===== src/rtl/etsa_pkg.sv =====
package etsa_pkg;

    // -------------------------------------------------------------
    // Bus geometry
    // -------------------------------------------------------------
    localparam int          ADDR_W       = 12;
    localparam int          DATA_W       = 32;
    localparam int          CNT_W        = 8;
    localparam logic [1:0]  RESP_OKAY    = 2'h0;
    localparam logic [1:0]  RESP_SLVERR  = 2'h2;

    // -------------------------------------------------------------
    // Register indices (byte address is four times the index)
    // -------------------------------------------------------------
    localparam logic [7:0]  IDX_CTL      = 8'h42;
    localparam logic [7:0]  IDX_PLD      = 8'h43;
    localparam logic [7:0]  IDX_DAT      = 8'h44;
    localparam logic [7:0]  IDX_RXB      = 8'h45;

    // -------------------------------------------------------------
    // Control and receive buffer register fields
    // -------------------------------------------------------------
    localparam int          CTL_SSEL_LSB = 0;
    localparam int          CTL_EN       = 2;
    localparam int          CTL_STDET    = 3;
    localparam int          CTL_TXBIT    = 4;
    localparam int          CTL_PORTSEL  = 5;
    localparam int          CTL_RXLATCH  = 6;
    localparam int          CTL_TXLATCH  = 7;
    localparam logic [5:0]  CTL_RST      = 6'h00;
    localparam int          RXB_VALID    = 7;

    // -------------------------------------------------------------
    // Reset values and timing
    // -------------------------------------------------------------
    localparam logic [7:0]  CNT_RST      = 8'h00;
    localparam logic [7:0]  CNT_MAX      = 8'hFF;
    localparam logic [7:0]  CNT_ONE      = 8'h01;
    localparam logic [7:0]  PLD_RST      = 8'h00;
    localparam logic        TX_IDLE      = 1'b1;
    localparam logic [3:0]  ACLK_DIV     = 4'hF;
    localparam logic [3:0]  ACLK_ONE     = 4'h1;
    localparam int          RXQ_DEPTH    = 2;

    // -------------------------------------------------------------
    // Types
    // -------------------------------------------------------------
    typedef enum logic [1:0] {
        SRC_MCLK = 2'b00,
        SRC_ACLK = 2'b01,
        SRC_PIN  = 2'b10,
        SRC_AND  = 2'b11
    } etsa_src_t;

    typedef enum logic {
        ST_WAIT = 1'b0,
        ST_RUN  = 1'b1
    } etsa_state_t;

    function automatic logic [ADDR_W-1:0] etsa_addr(input logic [7:0] idx);
        etsa_addr = {2'h0, idx, 2'h0};
    endfunction

endpackage


===== src/rtl/etsa_top.sv =====
// Notes on behaviour
// - Eight-bit up-counter with separate preload register holding the reload value.
// - Two control bits pick main clock, slow clock, pin, or main AND pin.
// - Writing the counter stores nothing; it copies the preload into the counter.
// - Preload is a buffer, writable right after a load, count undisturbed.
// - Software reads and writes the preload register with ordinary accesses.
// - With enable high count up on each selected clock edge, except at CNT_MAX while the receive buffer is full; else hold.
// - With start-bit detection on, counter waits for the start edge, then counts.
// - After the first interval following the start edge, sample receive input.
// - Receive and transmit latches are clocked by counter carry-out.
// - Transmit stream leaves bit by bit, timed by interval, bits from software.
// - Timer input and serial data pins are shared with general port logic.
//
// The AXI4-Lite interface to the registers and the address map were chosen for this implementation.
`timescale 1ns/1ps
module etsa_top
    import etsa_pkg::*;
(
    // Clock and reset
    input  wire logic                       CLK_SYS,
    input  wire logic                       RST,
    // AXI4-Lite write address
    input  wire logic [etsa_pkg::ADDR_W-1:0] AWADDR,
    input  wire logic                       AWVALID,
    output logic                            AWREADY,
    // AXI4-Lite write data
    input  wire logic [etsa_pkg::DATA_W-1:0] WDATA,
    input  wire logic [3:0]                 WSTRB,
    input  wire logic                       WVALID,
    output logic                            WREADY,
    // AXI4-Lite write response
    output logic      [1:0]                 BRESP,
    output logic                            BVALID,
    input  wire logic                       BREADY,
    // AXI4-Lite read address
    input  wire logic [etsa_pkg::ADDR_W-1:0] ARADDR,
    input  wire logic                       ARVALID,
    output logic                            ARREADY,
    // AXI4-Lite read data
    output logic      [etsa_pkg::DATA_W-1:0] RDATA,
    output logic      [1:0]                 RRESP,
    output logic                            RVALID,
    input  wire logic                       RREADY,
    // Shared port pins
    input  wire logic                       TIMER_EXTERNAL_INPUT_PIN,
    input  wire logic                       SER_RX_IN,
    output logic                            SER_TX_OUT,
    output logic                            SER_TX_OE,
    // General port logic on the shared serial pin
    input  wire logic                       PORT_TX_OUT,
    input  wire logic                       PORT_TX_OE,
    // Counter carry-out
    output logic                            CARRY_OUT
);
    import etsa_pkg::*;

    // -------------------------------------------------------------
    // State
    // -------------------------------------------------------------
    logic [5:0]        ctl_q, ctl_d;
    logic [7:0]        pld_q, pld_d;
    logic [7:0]        cnt_q, cnt_d;
    logic              receive_sample_latch_q, receive_sample_latch_d;
    logic              transmit_output_latch_q, transmit_output_latch_d;
    logic              carry_q, carry_d;
    logic              tin_prev_q, rx_prev_q;
    logic [3:0]        aclk_cnt_q, aclk_cnt_d;
    logic              aclk_en;
    etsa_state_t       state_q, state_d;
    logic              tx_out_q, tx_out_d, tx_oe_q, tx_oe_d;

    logic              aw_have_q, aw_have_d, w_have_q, w_have_d;
    logic [ADDR_W-1:0] aw_addr_q, aw_addr_d;
    logic [7:0]        w_data_q, w_data_d;
    logic              w_lane_q, w_lane_d;
    logic              awready_q, awready_d, wready_q, wready_d;
    logic              bvalid_q, bvalid_d, arready_q, arready_d, rvalid_q, rvalid_d;
    logic [1:0]        bresp_q, bresp_d, rresp_q, rresp_d;
    logic [DATA_W-1:0] rdata_q, rdata_d;

    logic              wr_fire, wr_ok, cnt_load, pld_load, rd_fire;
    logic              tick, run, wrap, stall;
    logic              rxq_in_ready, rxq_out_valid, rxq_pop;
    logic              rxq_out_data;

    // -------------------------------------------------------------
    // Address decode
    // -------------------------------------------------------------
    function automatic logic mapped(input logic [ADDR_W-1:0] a);
        mapped = (a == etsa_addr(IDX_CTL)) || (a == etsa_addr(IDX_PLD)) ||
                 (a == etsa_addr(IDX_DAT)) || (a == etsa_addr(IDX_RXB));
    endfunction

    // -------------------------------------------------------------
    // Slow clock enable
    // -------------------------------------------------------------
    always_comb begin
        aclk_en    = (aclk_cnt_q == ACLK_DIV);
        aclk_cnt_d = aclk_en ? '0 : aclk_cnt_q + ACLK_ONE;
    end

    // -------------------------------------------------------------
    // AXI4-Lite write channel
    // -------------------------------------------------------------
    always_comb begin
        aw_have_d = aw_have_q;
        aw_addr_d = aw_addr_q;
        w_have_d  = w_have_q;
        w_data_d  = w_data_q;
        w_lane_d  = w_lane_q;
        bvalid_d  = bvalid_q;
        bresp_d   = bresp_q;
        if (AWVALID && awready_q) begin
            aw_have_d = 1'b1;
            aw_addr_d = AWADDR;
        end
        if (WVALID && wready_q) begin
            w_have_d = 1'b1;
            w_data_d = WDATA[7:0];
            w_lane_d = WSTRB[0];
        end
        if (bvalid_q && BREADY) begin
            bvalid_d = 1'b0;
        end
        wr_fire = aw_have_q && w_have_q && !bvalid_q;
        wr_ok   = wr_fire && mapped(aw_addr_q) && w_lane_q;
        if (wr_fire) begin
            aw_have_d = 1'b0;
            w_have_d  = 1'b0;
            bvalid_d  = 1'b1;
            bresp_d   = mapped(aw_addr_q) ? RESP_OKAY : RESP_SLVERR;
        end
        awready_d = !aw_have_d && !bvalid_d;
        wready_d  = !w_have_d && !bvalid_d;
    end

    // -------------------------------------------------------------
    // Register writes
    // -------------------------------------------------------------
    always_comb begin
        ctl_d    = ctl_q;
        pld_d    = pld_q;
        cnt_load = wr_ok && (aw_addr_q == etsa_addr(IDX_DAT));
        pld_load = wr_ok && (aw_addr_q == etsa_addr(IDX_PLD));
        if (wr_ok && (aw_addr_q == etsa_addr(IDX_CTL))) begin
            ctl_d = w_data_q[5:0];
        end
        if (pld_load) begin
            pld_d = w_data_q;
        end
    end

    // -------------------------------------------------------------
    // AXI4-Lite read channel
    // -------------------------------------------------------------
    always_comb begin
        rvalid_d = rvalid_q;
        rresp_d  = rresp_q;
        rdata_d  = rdata_q;
        rxq_pop  = 1'b0;
        rd_fire  = ARVALID && arready_q;
        if (rvalid_q && RREADY) begin
            rvalid_d = 1'b0;
        end
        if (rd_fire) begin
            rvalid_d = 1'b1;
            rresp_d  = mapped(ARADDR) ? RESP_OKAY : RESP_SLVERR;
            rdata_d  = '0;
            case (ARADDR)
                etsa_addr(IDX_CTL): begin
                    rdata_d[5:0]         = ctl_q;
                    rdata_d[CTL_RXLATCH] = receive_sample_latch_q;
                    rdata_d[CTL_TXLATCH] = transmit_output_latch_q;
                end
                etsa_addr(IDX_PLD): begin
                    rdata_d[7:0] = pld_q;
                end
                etsa_addr(IDX_DAT): begin
                    rdata_d[7:0] = cnt_q;
                end
                etsa_addr(IDX_RXB): begin
                    rdata_d[RXB_VALID] = rxq_out_valid;
                    rdata_d[0]         = rxq_out_valid & rxq_out_data;
                    rxq_pop            = rxq_out_valid;
                end
                default: begin
                    rdata_d = '0;
                end
            endcase
        end
        arready_d = !rvalid_d;
    end

    // -------------------------------------------------------------
    // Clock source select and start-bit detection
    // -------------------------------------------------------------
    always_comb begin
        case (etsa_src_t'(ctl_q[CTL_SSEL_LSB +: 2]))
            SRC_MCLK: tick = 1'b1;
            SRC_ACLK: tick = aclk_en;
            SRC_PIN:  tick = TIMER_EXTERNAL_INPUT_PIN && !tin_prev_q;
            SRC_AND:  tick = TIMER_EXTERNAL_INPUT_PIN;
            default:  tick = 1'b0;
        endcase
        state_d = state_q;
        case (state_q)
            ST_WAIT: begin
                if (ctl_q[CTL_STDET] && rx_prev_q && !SER_RX_IN) begin
                    state_d = ST_RUN;
                end
            end
            ST_RUN: begin
                if (!ctl_q[CTL_STDET]) begin
                    state_d = ST_WAIT;
                end
            end
            default: begin
                state_d = ST_WAIT;
            end
        endcase
        run = ctl_q[CTL_EN] && (!ctl_q[CTL_STDET] || state_q == ST_RUN);
    end

    // -------------------------------------------------------------
    // Counter, carry and data latches
    // -------------------------------------------------------------
    always_comb begin
        cnt_d                   = cnt_q;
        carry_d                 = 1'b0;
        receive_sample_latch_d  = receive_sample_latch_q;
        transmit_output_latch_d = transmit_output_latch_q;
        wrap                    = (cnt_q == CNT_MAX);
        stall                   = wrap && !rxq_in_ready;
        if (cnt_load) begin
            cnt_d = pld_q;
        end else if (run && tick && !stall) begin
            cnt_d = wrap ? CNT_RST : cnt_q + CNT_ONE;
            if (wrap) begin
                carry_d                 = 1'b1;
                receive_sample_latch_d  = SER_RX_IN;
                transmit_output_latch_d = ctl_q[CTL_TXBIT];
            end
        end
    end

    // -------------------------------------------------------------
    // Shared serial pin
    // -------------------------------------------------------------
    always_comb begin
        if (ctl_q[CTL_PORTSEL]) begin
            tx_out_d = transmit_output_latch_d;
            tx_oe_d  = 1'b1;
        end else begin
            tx_out_d = PORT_TX_OUT;
            tx_oe_d  = PORT_TX_OE;
        end
    end

    // -------------------------------------------------------------
    // Receive sample buffer
    // -------------------------------------------------------------
    etsa_fifo2 #(
        .WIDTH (1),
        .DEPTH (RXQ_DEPTH)
    ) u_rxq (
        .clk       (CLK_SYS),
        .rst       (RST),
        .in_valid  (carry_d),
        .in_ready  (rxq_in_ready),
        .in_data   (receive_sample_latch_d),
        .out_valid (rxq_out_valid),
        .out_ready (rxq_pop),
        .out_data  (rxq_out_data)
    );

    // -------------------------------------------------------------
    // Registers
    // -------------------------------------------------------------
    always_ff @(posedge CLK_SYS or posedge RST) begin
        if (RST) begin
            ctl_q                   <= CTL_RST;
            pld_q                   <= PLD_RST;
            cnt_q                   <= CNT_RST;
            carry_q                 <= 1'b0;
            receive_sample_latch_q  <= 1'b0;
            transmit_output_latch_q <= TX_IDLE;
            tin_prev_q              <= 1'b0;
            rx_prev_q               <= 1'b1;
            aclk_cnt_q              <= '0;
            state_q                 <= ST_WAIT;
            tx_out_q                <= 1'b0;
            tx_oe_q                 <= 1'b0;
            aw_have_q               <= 1'b0;
            aw_addr_q               <= '0;
            w_have_q                <= 1'b0;
            w_data_q                <= '0;
            w_lane_q                <= 1'b0;
            awready_q               <= 1'b0;
            wready_q                <= 1'b0;
            bvalid_q                <= 1'b0;
            bresp_q                 <= RESP_OKAY;
            arready_q               <= 1'b0;
            rvalid_q                <= 1'b0;
            rresp_q                 <= RESP_OKAY;
            rdata_q                 <= '0;
        end else begin
            ctl_q                   <= ctl_d;
            pld_q                   <= pld_d;
            cnt_q                   <= cnt_d;
            carry_q                 <= carry_d;
            receive_sample_latch_q  <= receive_sample_latch_d;
            transmit_output_latch_q <= transmit_output_latch_d;
            tin_prev_q              <= TIMER_EXTERNAL_INPUT_PIN;
            rx_prev_q               <= SER_RX_IN;
            aclk_cnt_q              <= aclk_cnt_d;
            state_q                 <= state_d;
            tx_out_q                <= tx_out_d;
            tx_oe_q                 <= tx_oe_d;
            aw_have_q               <= aw_have_d;
            aw_addr_q               <= aw_addr_d;
            w_have_q                <= w_have_d;
            w_data_q                <= w_data_d;
            w_lane_q                <= w_lane_d;
            awready_q               <= awready_d;
            wready_q                <= wready_d;
            bvalid_q                <= bvalid_d;
            bresp_q                 <= bresp_d;
            arready_q               <= arready_d;
            rvalid_q                <= rvalid_d;
            rresp_q                 <= rresp_d;
            rdata_q                 <= rdata_d;
        end
    end

    // -------------------------------------------------------------
    // Outputs
    // -------------------------------------------------------------
    assign AWREADY    = awready_q;
    assign WREADY     = wready_q;
    assign BVALID     = bvalid_q;
    assign BRESP      = bresp_q;
    assign ARREADY    = arready_q;
    assign RVALID     = rvalid_q;
    assign RRESP      = rresp_q;
    assign RDATA      = rdata_q;
    assign SER_TX_OUT = tx_out_q;
    assign SER_TX_OE  = tx_oe_q;
    assign CARRY_OUT  = carry_q;

endmodule


===== src/rtl/etsa_fifo2.sv =====
`timescale 1ns/1ps
module etsa_fifo2 #(
    parameter int WIDTH = 1,
    parameter int DEPTH = 2
) (
    // Clock and reset
    input  wire logic             clk,
    input  wire logic             rst,
    // Fill side
    input  wire logic             in_valid,
    output logic                  in_ready,
    input  wire logic [WIDTH-1:0] in_data,
    // Drain side
    output logic                  out_valid,
    input  wire logic             out_ready,
    output logic      [WIDTH-1:0] out_data
);
    localparam int PW = (DEPTH > 1) ? $clog2(DEPTH) : 1;
    localparam logic [PW:0]   LAST  = (PW + 1)'(DEPTH - 1);
    localparam logic [PW:0]   FULLC = (PW + 1)'(DEPTH);

    logic [WIDTH-1:0] mem_q [DEPTH];
    logic [PW-1:0]    wr_q, wr_d, rd_q, rd_d;
    logic [PW:0]      cnt_q, cnt_d;
    logic             push, pop;

    // -------------------------------------------------------------
    // Pointer and count update
    // -------------------------------------------------------------
    always_comb begin
        push  = in_valid && in_ready;
        pop   = out_valid && out_ready;
        wr_d  = wr_q;
        rd_d  = rd_q;
        cnt_d = cnt_q;
        if (push) begin
            wr_d = ({1'b0, wr_q} == LAST) ? '0 : wr_q + 1'b1;
        end
        if (pop) begin
            rd_d = ({1'b0, rd_q} == LAST) ? '0 : rd_q + 1'b1;
        end
        if (push && !pop) begin
            cnt_d = cnt_q + 1'b1;
        end else if (pop && !push) begin
            cnt_d = cnt_q - 1'b1;
        end
    end

    always_ff @(posedge clk or posedge rst) begin
        if (rst) begin
            wr_q  <= '0;
            rd_q  <= '0;
            cnt_q <= '0;
        end else begin
            wr_q  <= wr_d;
            rd_q  <= rd_d;
            cnt_q <= cnt_d;
        end
    end

    always_ff @(posedge clk) begin
        if (push) begin
            mem_q[wr_q] <= in_data;
        end
    end

    assign in_ready  = (cnt_q != FULLC);
    assign out_valid = (cnt_q != '0);
    assign out_data  = mem_q[rd_q];

endmodule


===== config.mk =====
export PLATFORM = sky130hd
export DESIGN_NAME = etsa_top
export DESIGN_NICKNAME = d
export VERILOG_FILES = /design/src/rtl/etsa_pkg.sv /design/src/rtl/etsa_top.sv /design/src/rtl/etsa_fifo2.sv
export SDC_FILE = /design/constraint.sdc
export NUM_CORES = 1
export LEC_CHECK = 0
export ABC_CLOCK_PERIOD_IN_PS = 4370
export BUFFER_PORTS_ARGS = -buffer_cell sky130_fd_sc_hd__clkbuf_2
export CAP_MARGIN = 25
export CORE_ASPECT_RATIO = 1.2
export CORE_MARGIN = 2
export CORE_UTILIZATION = 30
export CTS_BUF_LIST = sky130_fd_sc_hd__clkbuf_2
export CTS_CLUSTER_SIZE = 10
export DETAILED_ROUTE_END_ITERATION = 16
export MAX_ROUTING_LAYER = met4
export PLACE_DENSITY = 0.56
export SLEW_MARGIN = 20
export SYNTH_ARGS = -nofsm -noshare
export SYNTH_HDL_FRONTEND = slang
export SYNTH_SLANG_ARGS = --single-unit

===== constraint.sdc =====
create_clock -name CLK_SYS -period 4.37 [get_ports CLK_SYS]
set_input_delay 0.2185 -clock CLK_SYS [delete_from_list [all_inputs] [get_ports CLK_SYS]]
set_output_delay 0.2185 -clock CLK_SYS [all_outputs]
set_load 0.01 [all_outputs]

## Yosys cells after proc, flatten, opt, wreduce, memory -nomap -nowiden

Memory sizes are Yosys's and may differ from the RTL's.
Cells that the tools add are included.

- Flip-flop bits (word level): 78
- RAM bits: 2
- Logic and storage cells: 139
- Memories: 1

Memories:

| name | words | width | rd ports | clocked after memory_dff | write ports | line | text |
|---|---|---|---|---|---|---|---|
| u_rxq.mem_q | 2 | 1 | 1 | 0 | 1 | etsa_fifo2.sv:22 | `logic [WIDTH-1:0] mem_q [DEPTH];` |

- $add $sub $neg: 6
- Eq/ne operators: 14
- Mux-type cells: 40
- Bitwise gates (word level): 2
- Reductions and logical operators: 48

Operators with widths:

| cell | count |
|---|---|
| equality test 12 x 9 -> 1 bit (second input constant) | 8 |
| two-way mux 1 bit | 27 |
| logical AND 1 bit | 25 |
| two-way mux 8 bit | 3 |
| one-hot mux 6 bit (3 select lines) | 1 |
| zero test 1 bit | 12 |
| one-hot mux 1 bit (4 select lines) | 3 |
| adder 8 x 1 -> 8 bit (second input constant) | 1 |
| equality test 8 bit (second input constant) | 1 |
| two-way mux 2 bit | 4 |
| logical OR 1 bit | 7 |
| nonzero test 2 bit | 3 |
| adder 4 x 1 -> 4 bit (second input constant) | 1 |
| equality test 2 bit (second input constant) | 2 |
| equality test 4 bit (second input constant) | 1 |
| two-way mux 4 bit | 1 |
| adder 1 bit (second input constant) | 2 |
| adder 2 x 1 -> 2 bit (second input constant) | 1 |
| equality test 2 x 1 -> 1 bit (second input constant) | 1 |
| zero test 2 bit | 1 |
| inequality test 2 bit (second input constant) | 1 |
| one-hot mux 1 bit (2 select lines) | 1 |
| subtractor 2 x 1 -> 2 bit (second input constant) | 1 |
| AND 1 bit | 1 |
| NOT 1 bit | 1 |

## Logic depth before layout (Yosys ltp)

Gate-level depths: netlist of the first run.

- Word-level depth: 13
- Gate-level depth with buffers: 9
- Gate-level depth less buffers: 9

## Modules after synthesis

From an unflattened synthesis of the first run, not the netlist that was laid out.

- Cell total of the unflattened synthesis: 331
- Area total of the unflattened synthesis: 3739.8 µm²

By module, submodules not included:

| module | times used | cells an instance | area each (µm²) | seq. area each (µm²) |
|---|---|---|---|---|
| etsa_top | 1 | 309 | 3453.3 | 1804.2 |
| etsa_fifo2 | 1 | 22 | 286.5 | 160.2 |

## Worst setup path after synthesis of the first run

OpenSTA, ideal clock, no wires.

- Kind: reg-to-reg
- Start: reg aw_addr_q[0]
- End: reg tx_out_q, in the netlist SER_TX_OUT
- Data arrival time: 2.018 ns
- Data required time: 4.245 ns
- Slack: 2.227 ns
- Stages on the path, launching flop included: 7
- Buffers on the path: 0
- Period minus slack after synthesis: 2.143 ns
- Path through: dfrtp_1 or4_1 and4bb_4 nand3_2 nor3b_4 mux2_4 mux2_4

- Longest elaborated chain between the ends: 9

Ends and longest elaborated chain:

| what | line | text |
|---|---|---|
| from (decl) | etsa_top.sv:73 | `logic [ADDR_W-1:0] aw_addr_q, aw_addr_d;` |
| from (signal assigned) | etsa_top.sv:320 | `aw_addr_q <= aw_addr_d;` |
| equality test 12 x 9 -> 1 bit | etsa_top.sv:90 | `mapped = (a == etsa_addr(IDX_CTL)) \|\| (a == etsa_addr(IDX_PLD)) \|\|` |
| logical OR 1 bit (2 in series) | etsa_top.sv:90 |  |
| logical OR 1 bit | etsa_top.sv:91 | `(a == etsa_addr(IDX_DAT)) \|\| (a == etsa_addr(IDX_RXB));` |
| logical AND 1 bit (2 in series) | etsa_top.sv:126 | `wr_ok = wr_fire && mapped(aw_addr_q) && w_lane_q;` |
| logical AND 1 bit * | etsa_top.sv:143 | `cnt_load = wr_ok && (aw_addr_q == etsa_addr(IDX_DAT));` |
| two-way mux 1 bit * | etsa_top.sv:234 | `if (cnt_load) begin` |
| net transmit_output_latch_d | etsa_top.sv:64 | `logic transmit_output_latch_q, transmit_output_latch_d;` |
| two-way mux 1 bit * | etsa_top.sv:250 | `if (ctl_q[CTL_PORTSEL]) begin` |
| net tx_out_d | etsa_top.sv:70 | `logic tx_out_q, tx_out_d, tx_oe_q, tx_oe_d;` |
| to (signal assigned) | etsa_top.sv:317 | `tx_out_q <= tx_out_d;` |
| to (decl) | etsa_top.sv:70 |  |

Mark *: on every way through the listed nets, which the timed path passes. The rest lies on a longest branch.
A chain may end at the register's enable or synchronous reset.

## Final worst setup path of the first run

Ends and elaborated chain as after synthesis.

==> results of run 1 <==
-- metal layers --
layer | wire length [um] | global-route usage, % | up-vias | part of all wire, %
li1 | - | - | 1275 | -
met1 | 3400 | 15.2 | 1259 | 45
met2 | 3510 | 19.8 | 100 | 47
met3 | 393 | 2.50 | 15 | 5.2
met4 | 202 | 6.27 | 0 | 2.7
met5 | 0 | - | - | 0
-- registers in the layout (all words and copies together) (netlist names), 2 cells and up --
register,flops
w_data_q,8
aw_addr_q,12
pld_q,8
aclk_cnt_q,4
u_rxq.cnt_q,2
ctl_q,6
cnt_q,8
u_rxq.mem_q,2
RDATA,8
-- worst min-delay path by stage --
stage                         start  slack, ps         to  cells past startpoint
after detailed placement  SER_RX_IN        330  rx_prev_q                      1
after floorplan           SER_RX_IN        220  rx_prev_q                      0
after global routing      ARADDR[4]         80   RDATA[7]                      4
final                     ARADDR[4]        100   RDATA[7]                      4
after global placement    SER_RX_IN        330  rx_prev_q                      1
after CTS                 ARADDR[4]         40   RDATA[7]                      4
-- through the flow --
| step | hold WS, ps | utilization (%) |
|---|---|---|
| 6_report | 104 | 37.8 |
| 3_5_place_dp | 334 | 33.7 |
| 4_1_cts | 43.7 | 37.8 |
| 2_1_floorplan | 223 | - |
| 3_3_place_gp | 332 | 33.7 |
| 5_1_grt | 84.4 | 37.8 |
-- area by class of cell --
| cell class | instances | area share [%] |
|---|---|---|
| well taps | 161 | 4.43 |
| repair buffers | 95 | 14.1 |
| multi-input cells | 224 | 34.2 |
| clock inverters | 5 | 2.17 |
| inverters | 9 | 0.742 |
| clock buffers | 11 | 1.21 |
| flip-flops and latches | 78 | 43.2 |
-- critical path, stage by stage, from the launching register on --
cell	delay [ps]
dfrtp_1	420
or4_1	560
and4bb_4	360
nand3_2	250
nor3b_4	290
mux2_4	340
mux2_4	250
-- kinds of logic after synthesis --
kind of cell,Yosys count,share of synthesized area (%)
other cells,1,0.102
mux,50,15.2
xor+xnor,9,2.14
buf+inv,42,6.93
flops,78,53.4
simple gates,86,12.7
fa+ha+maj,3,1.02
compound gates,50,8.53
-- power by group through the flow --
stage / clock [mW] / combinational (mW) / sequential, mW
2_1_floorplan: 0 / 0.246 / 0.930
3_3_place_gp: 0 / 0.294 / 0.941
3_5_place_dp: 0 / 0.305 / 0.948
4_1_cts: 0.515 / 0.328 / 0.933
5_1_grt: 0.541 / 0.361 / 0.953
6_report: 0.500 / 0.322 / 0.933
-- cells in the final DEF, fill, tap and decap left out, types with 2 or more instances in the layout --
cell type and count:
dfrtp_1 74, clkbuf_2 72, mux2_2 40, dlygate4sd3_1 33, conb_1 26, nor2_1 20
nand2_1 18, a21oi_1 15, o21ai_0 14, nand3_1 10, inv_1 8, mux2i_1 8
nor2b_1 7, a22o_1 6, nor3_1 6, xor2_1 5, xnor2_1 4, nor4_1 3
or2_2 3, nor3b_1 3, a21boi_0 3, ha_1 3, bufinv_16 3, nand2b_1 2
o31ai_1 2, and2_1 2, nand4_1 2, mux2_4 2, a221oi_1 2, o31a_1 2
dfstp_2 2, edfxtp_1 2
==> run metrics, run 1 <==
worst flop-to-flop path startpoint aw_addr_q[0]; #FFs+latches synth 78; crit path DAT 3000 ps; Final ANT Viol Nets 0; most frequent cell after synthesis dfrtp_1; maxcap violations 0; CTS tree yes; worst r2r dst SER_TX_OUT; post-DP HPWL 5410 um; Seq/Total Area, Yosys 53.4%; TritonCTS Sinks 78; r2r setup slk 1810 ps; post-synthesis cell type count 47; WP data required 4810 ps; FF/Latch Area 1960 um2; Port-buffer cells 61; Post-synth EDFFs 2; top cell type by total area after synthesis dfrtp_1; Final nets 491; DRC 0; CP Capture Type register; dpl ws 1820 ps; Area growth, synth to finish 23.7%; fin crit share 58.7%; first-pass GRT wire length 12800 um; Die Ht 125 um; crit path launch aw_addr_q[0]; Global Route Usage Sum 12.5%; vias in the first global route 2708; Slew HR 54.1%; Clk pwr share 28.5%; largest net degree at the start of global routing 46; mapped cell area 3680 um2; reg2reg path depth 6; Combinational Power Share 18.4%; fillers 1214; diodes inserted 0; Placed Area 4070 um2; Fmax 390 MHz; overall power 1.76 mW; routed vias 2649; IO Count 115; Skew-Pair Late Insertion Delay 560 ps; Power Density 386 nW/um2; multi-input logic area 1560 um2; die area 13200 um2; YS warnings 0; vias per std cell 4.54; Sw Share 26.9%; Setup Buffers After CTS 0; Worst Path Class, Setup register to register; crit path max fanout 13; 1st-pass router iterations 4; status complete, no violations; min-delay worst type primary input to register; Switch Pwr 472 uW; H-tree depth 3; share of layout cells above drive strength 1 30.6%; Initial Util 30.5%; initial antenna violation count 0; setup slack after layout 1810 ps; Cells after Synth 319; Mean Syn Cell Area 11.5 um2; Resized Gates After CTS 0; clock root cell clkbuf_2; final setup TNS 0 ps; Reg power frac 53.2%; Core Rows 44; CP endpoint SER_TX_OUT; total core area 12100 um2; Synth top cells by count 74 x dfrtp_1, 40 x mux2_2, 26 x buf_4; Clk pin slew, worst setup/hold paths 250 ps; skew final 51.3 ps; DP Cell Count 534; GPL Wtd Cong 0.808; Post-synth ARST share 97.4%; DR WL/cell 12.9 um; VDD IR max 209 uV; RSZ-0062 raised after global routing false; worst slew pin tran 688 ps; Clock Path Buffers 2; Iter 0 DRT Violations 94; min Tclk post-route 2560 ps; fin area 4550 um2; DIE WIDTH 105 um; top_reg_cell synth dfrtp_1; WL final 7510 um; gr ovfl total 0; final hold violations 0; CTS buffer count 9; Synth top area share 50.3%; crit path launch type register; Final Max Tran Viols 0; CTS Hold Bufs 33; internal power 1.28 mW; Finished Layout Cells 583; ranking of synthesized cells by area dfrtp_1 50%, mux2_2 12%, buf_4 5.3%, mux2i_1 2.2%, a21oi_1 2.0%; Final setup viols 0; Static Leak 2.13 nW
No activity file was read; power rests on OpenSTA's default activity.
==> run 2: changes to the inputs <==
--- a/config.mk
+++ b/config.mk
@@ -5,7 +5,7 @@
 export SDC_FILE = /design/constraint.sdc
 export NUM_CORES = 1
 export LEC_CHECK = 0
-export ABC_CLOCK_PERIOD_IN_PS = 4370
+export ABC_CLOCK_PERIOD_IN_PS = 2400
 export BUFFER_PORTS_ARGS = -buffer_cell sky130_fd_sc_hd__clkbuf_2
 export CAP_MARGIN = 25
 export CORE_ASPECT_RATIO = 1.2
==> constraint.sdc (replaced) <==
create_clock -name CLK_SYS -period 2.4 [get_ports CLK_SYS]
set_input_delay 0.12 -clock CLK_SYS [delete_from_list [all_inputs] [get_ports CLK_SYS]]
set_output_delay 0.12 -clock CLK_SYS [all_outputs]
set_load 0.01 [all_outputs]
==> run 2 against run 1 <==
Against the previous run: sequential power is 82% higher; combinational power is 86% higher; maximum frequency is 14% higher; worst setup slack worse by 1700 ps; global-route usage is 0.24 points higher.
==> run metrics, run 2 (synthesis results as in run 1) <==
status complete, no violations; share of layout cells above drive strength 1 32.3%; H-tree depth 3; Core Rows 44; r2r setup slk 150 ps; skew final 15.9 ps; maxcap violations 0; Clock Path Buffers 2; vias per std cell 4.53; Final ANT Viol Nets 0; vias in the first global route 2777; Slew HR 62.4%; WL final 7390 um; Largest register FFs 12; worst flop-to-flop path startpoint aw_addr_q[0]; commonest non-fill, non-tap cell in the layout dfrtp_1; final setup TNS 0 ps; CP endpoint SER_TX_OUT; Setup Buffers After CTS 0; first-pass GRT wire length 13000 um; routed vias 2681; fin crit share 93.8%; Largest Register aw_addr_q; VDD IR max 476 uV; fillers 1208; Initial Util 30.5%; most frequent cells in the layout 74 x dfrtp_1, 71 x clkbuf_2, 40 x mux2_2, 33 x dlygate4sd3_1, 26 x conb_1; final hold violations 0; Iter 0 DRT Violations 72; worst r2r dst SER_TX_OUT; Final nets 500; CTS tree yes; crit path max fanout 4; crit path launch type register; multi-input logic area 1560 um2; IO Count 115; Global Route Usage Sum 12.7%; DR WL/cell 12.5 um; min-delay worst type primary input to register; largest net degree at the start of global routing 77; clock root cell clkbuf_2; Static Leak 2.17 nW; FF/Latch Area 1960 um2; GPL Wtd Cong 0.802; post-DP HPWL 5360 um; WP data required 2820 ps; Port-buffer cells 61; TritonCTS Sinks 78; Die Ht 125 um; die area 13200 um2; hold slack 65.1 ps; Worst Path Class, Setup register to register; diodes inserted 0; DIE WIDTH 105 um; Skew-Pair Late Insertion Delay 510 ps; Power Density 690 nW/um2; gr ovfl total 0; worst slew pin tran 560 ps; Clk pin slew, worst setup/hold paths 200 ps; reg2reg path depth 6; Final setup viols 0; initial antenna violation count 0; DRC 0; Final Max Tran Viols 0; CTS buffer count 9; CP Capture Type register; Fmax 444 MHz; Area growth, synth to finish 26.0%; crit path launch aw_addr_q[0]; 1st-pass router iterations 4; min Tclk post-route 2250 ps; crit path DAT 2670 ps; total core area 12100 um2; RSZ-0062 raised after global routing false
run 2: changes by cell type in the layout (fill, tap and decap cells not counted), sizes merged:
| cell | delta |
|---|---|
| buf | +9 |
| clkbuf | -1 |
| clkinv | -1 |
| clkinvlp | +1 |
| inv | +1 |
run 2: worst max-delay path, cell delays in order (launching register included):
cell and delay, ps:
dfrtp_1 420, or4_1 540, and4bb_4 360, nand3_2 90, nor3b_4 190, mux2_4 310, mux2_4 250
run 2: worst min-delay path by stage:
stage               cells past startpoint       from      endpoint
global route                            4  ARADDR[4]      RDATA[7]
CTS                                     4  ARADDR[2]    u_rxq.rd_q
finish                                  4  ARADDR[2]    u_rxq.rd_q
floorplan                               0  SER_RX_IN     rx_prev_q
global placement                        1  SER_RX_IN     rx_prev_q
detailed placement                      3        RST  aw_addr_q[6]
run 2: cell type report:
| type | count | share of cell area, % |
|---|---|---|
| multi-input cells | 224 | 33.5 |
| clock buffers | 10 | 1.08 |
| inverters | 9 | 0.729 |
| well taps | 161 | 4.34 |
| flip-flops and latches | 78 | 42.4 |
| clock inverters | 6 | 2.35 |
| repair buffers | 104 | 15.6 |
run 2: through the flow:
stage,worst slack [ps],power [mW],utilization [%],area (um2),instances
6_report,149,3.20,38.5,4640,592
5_1_grt,41.5,3.43,38.5,4640,592
4_1_cts,133,3.26,38.5,4640,592
3_5_place_dp,184,2.30,34.4,4150,543
3_3_place_gp,198,2.26,34.4,4150,543
2_1_floorplan,257,2.14,-,3770,344
run 2: report_power, final:
| group | switching [mW] | internal (mW) |
|---|---|---|
| Clock | 0.453 | 0.452 |
| Sequential | 0.143 | 1.55 |
| Combinational | 0.262 | 0.337 |
| Total | 0.858 | 2.34 |
run 2: timing repair:
item                      CTS  global route
hold endpoints to repair  115             0
hold buffers               33             0
resized for setup           0             0
run 2: layer usage:
metal  routed length [um]  vias up  track usage, %
li1                     -     1296               -
met2                 3520       99            20.2
met3                  395       13            3.02
met4                  170        0            5.02
met5                    0        -               -
met1                 3310     1273            15.7
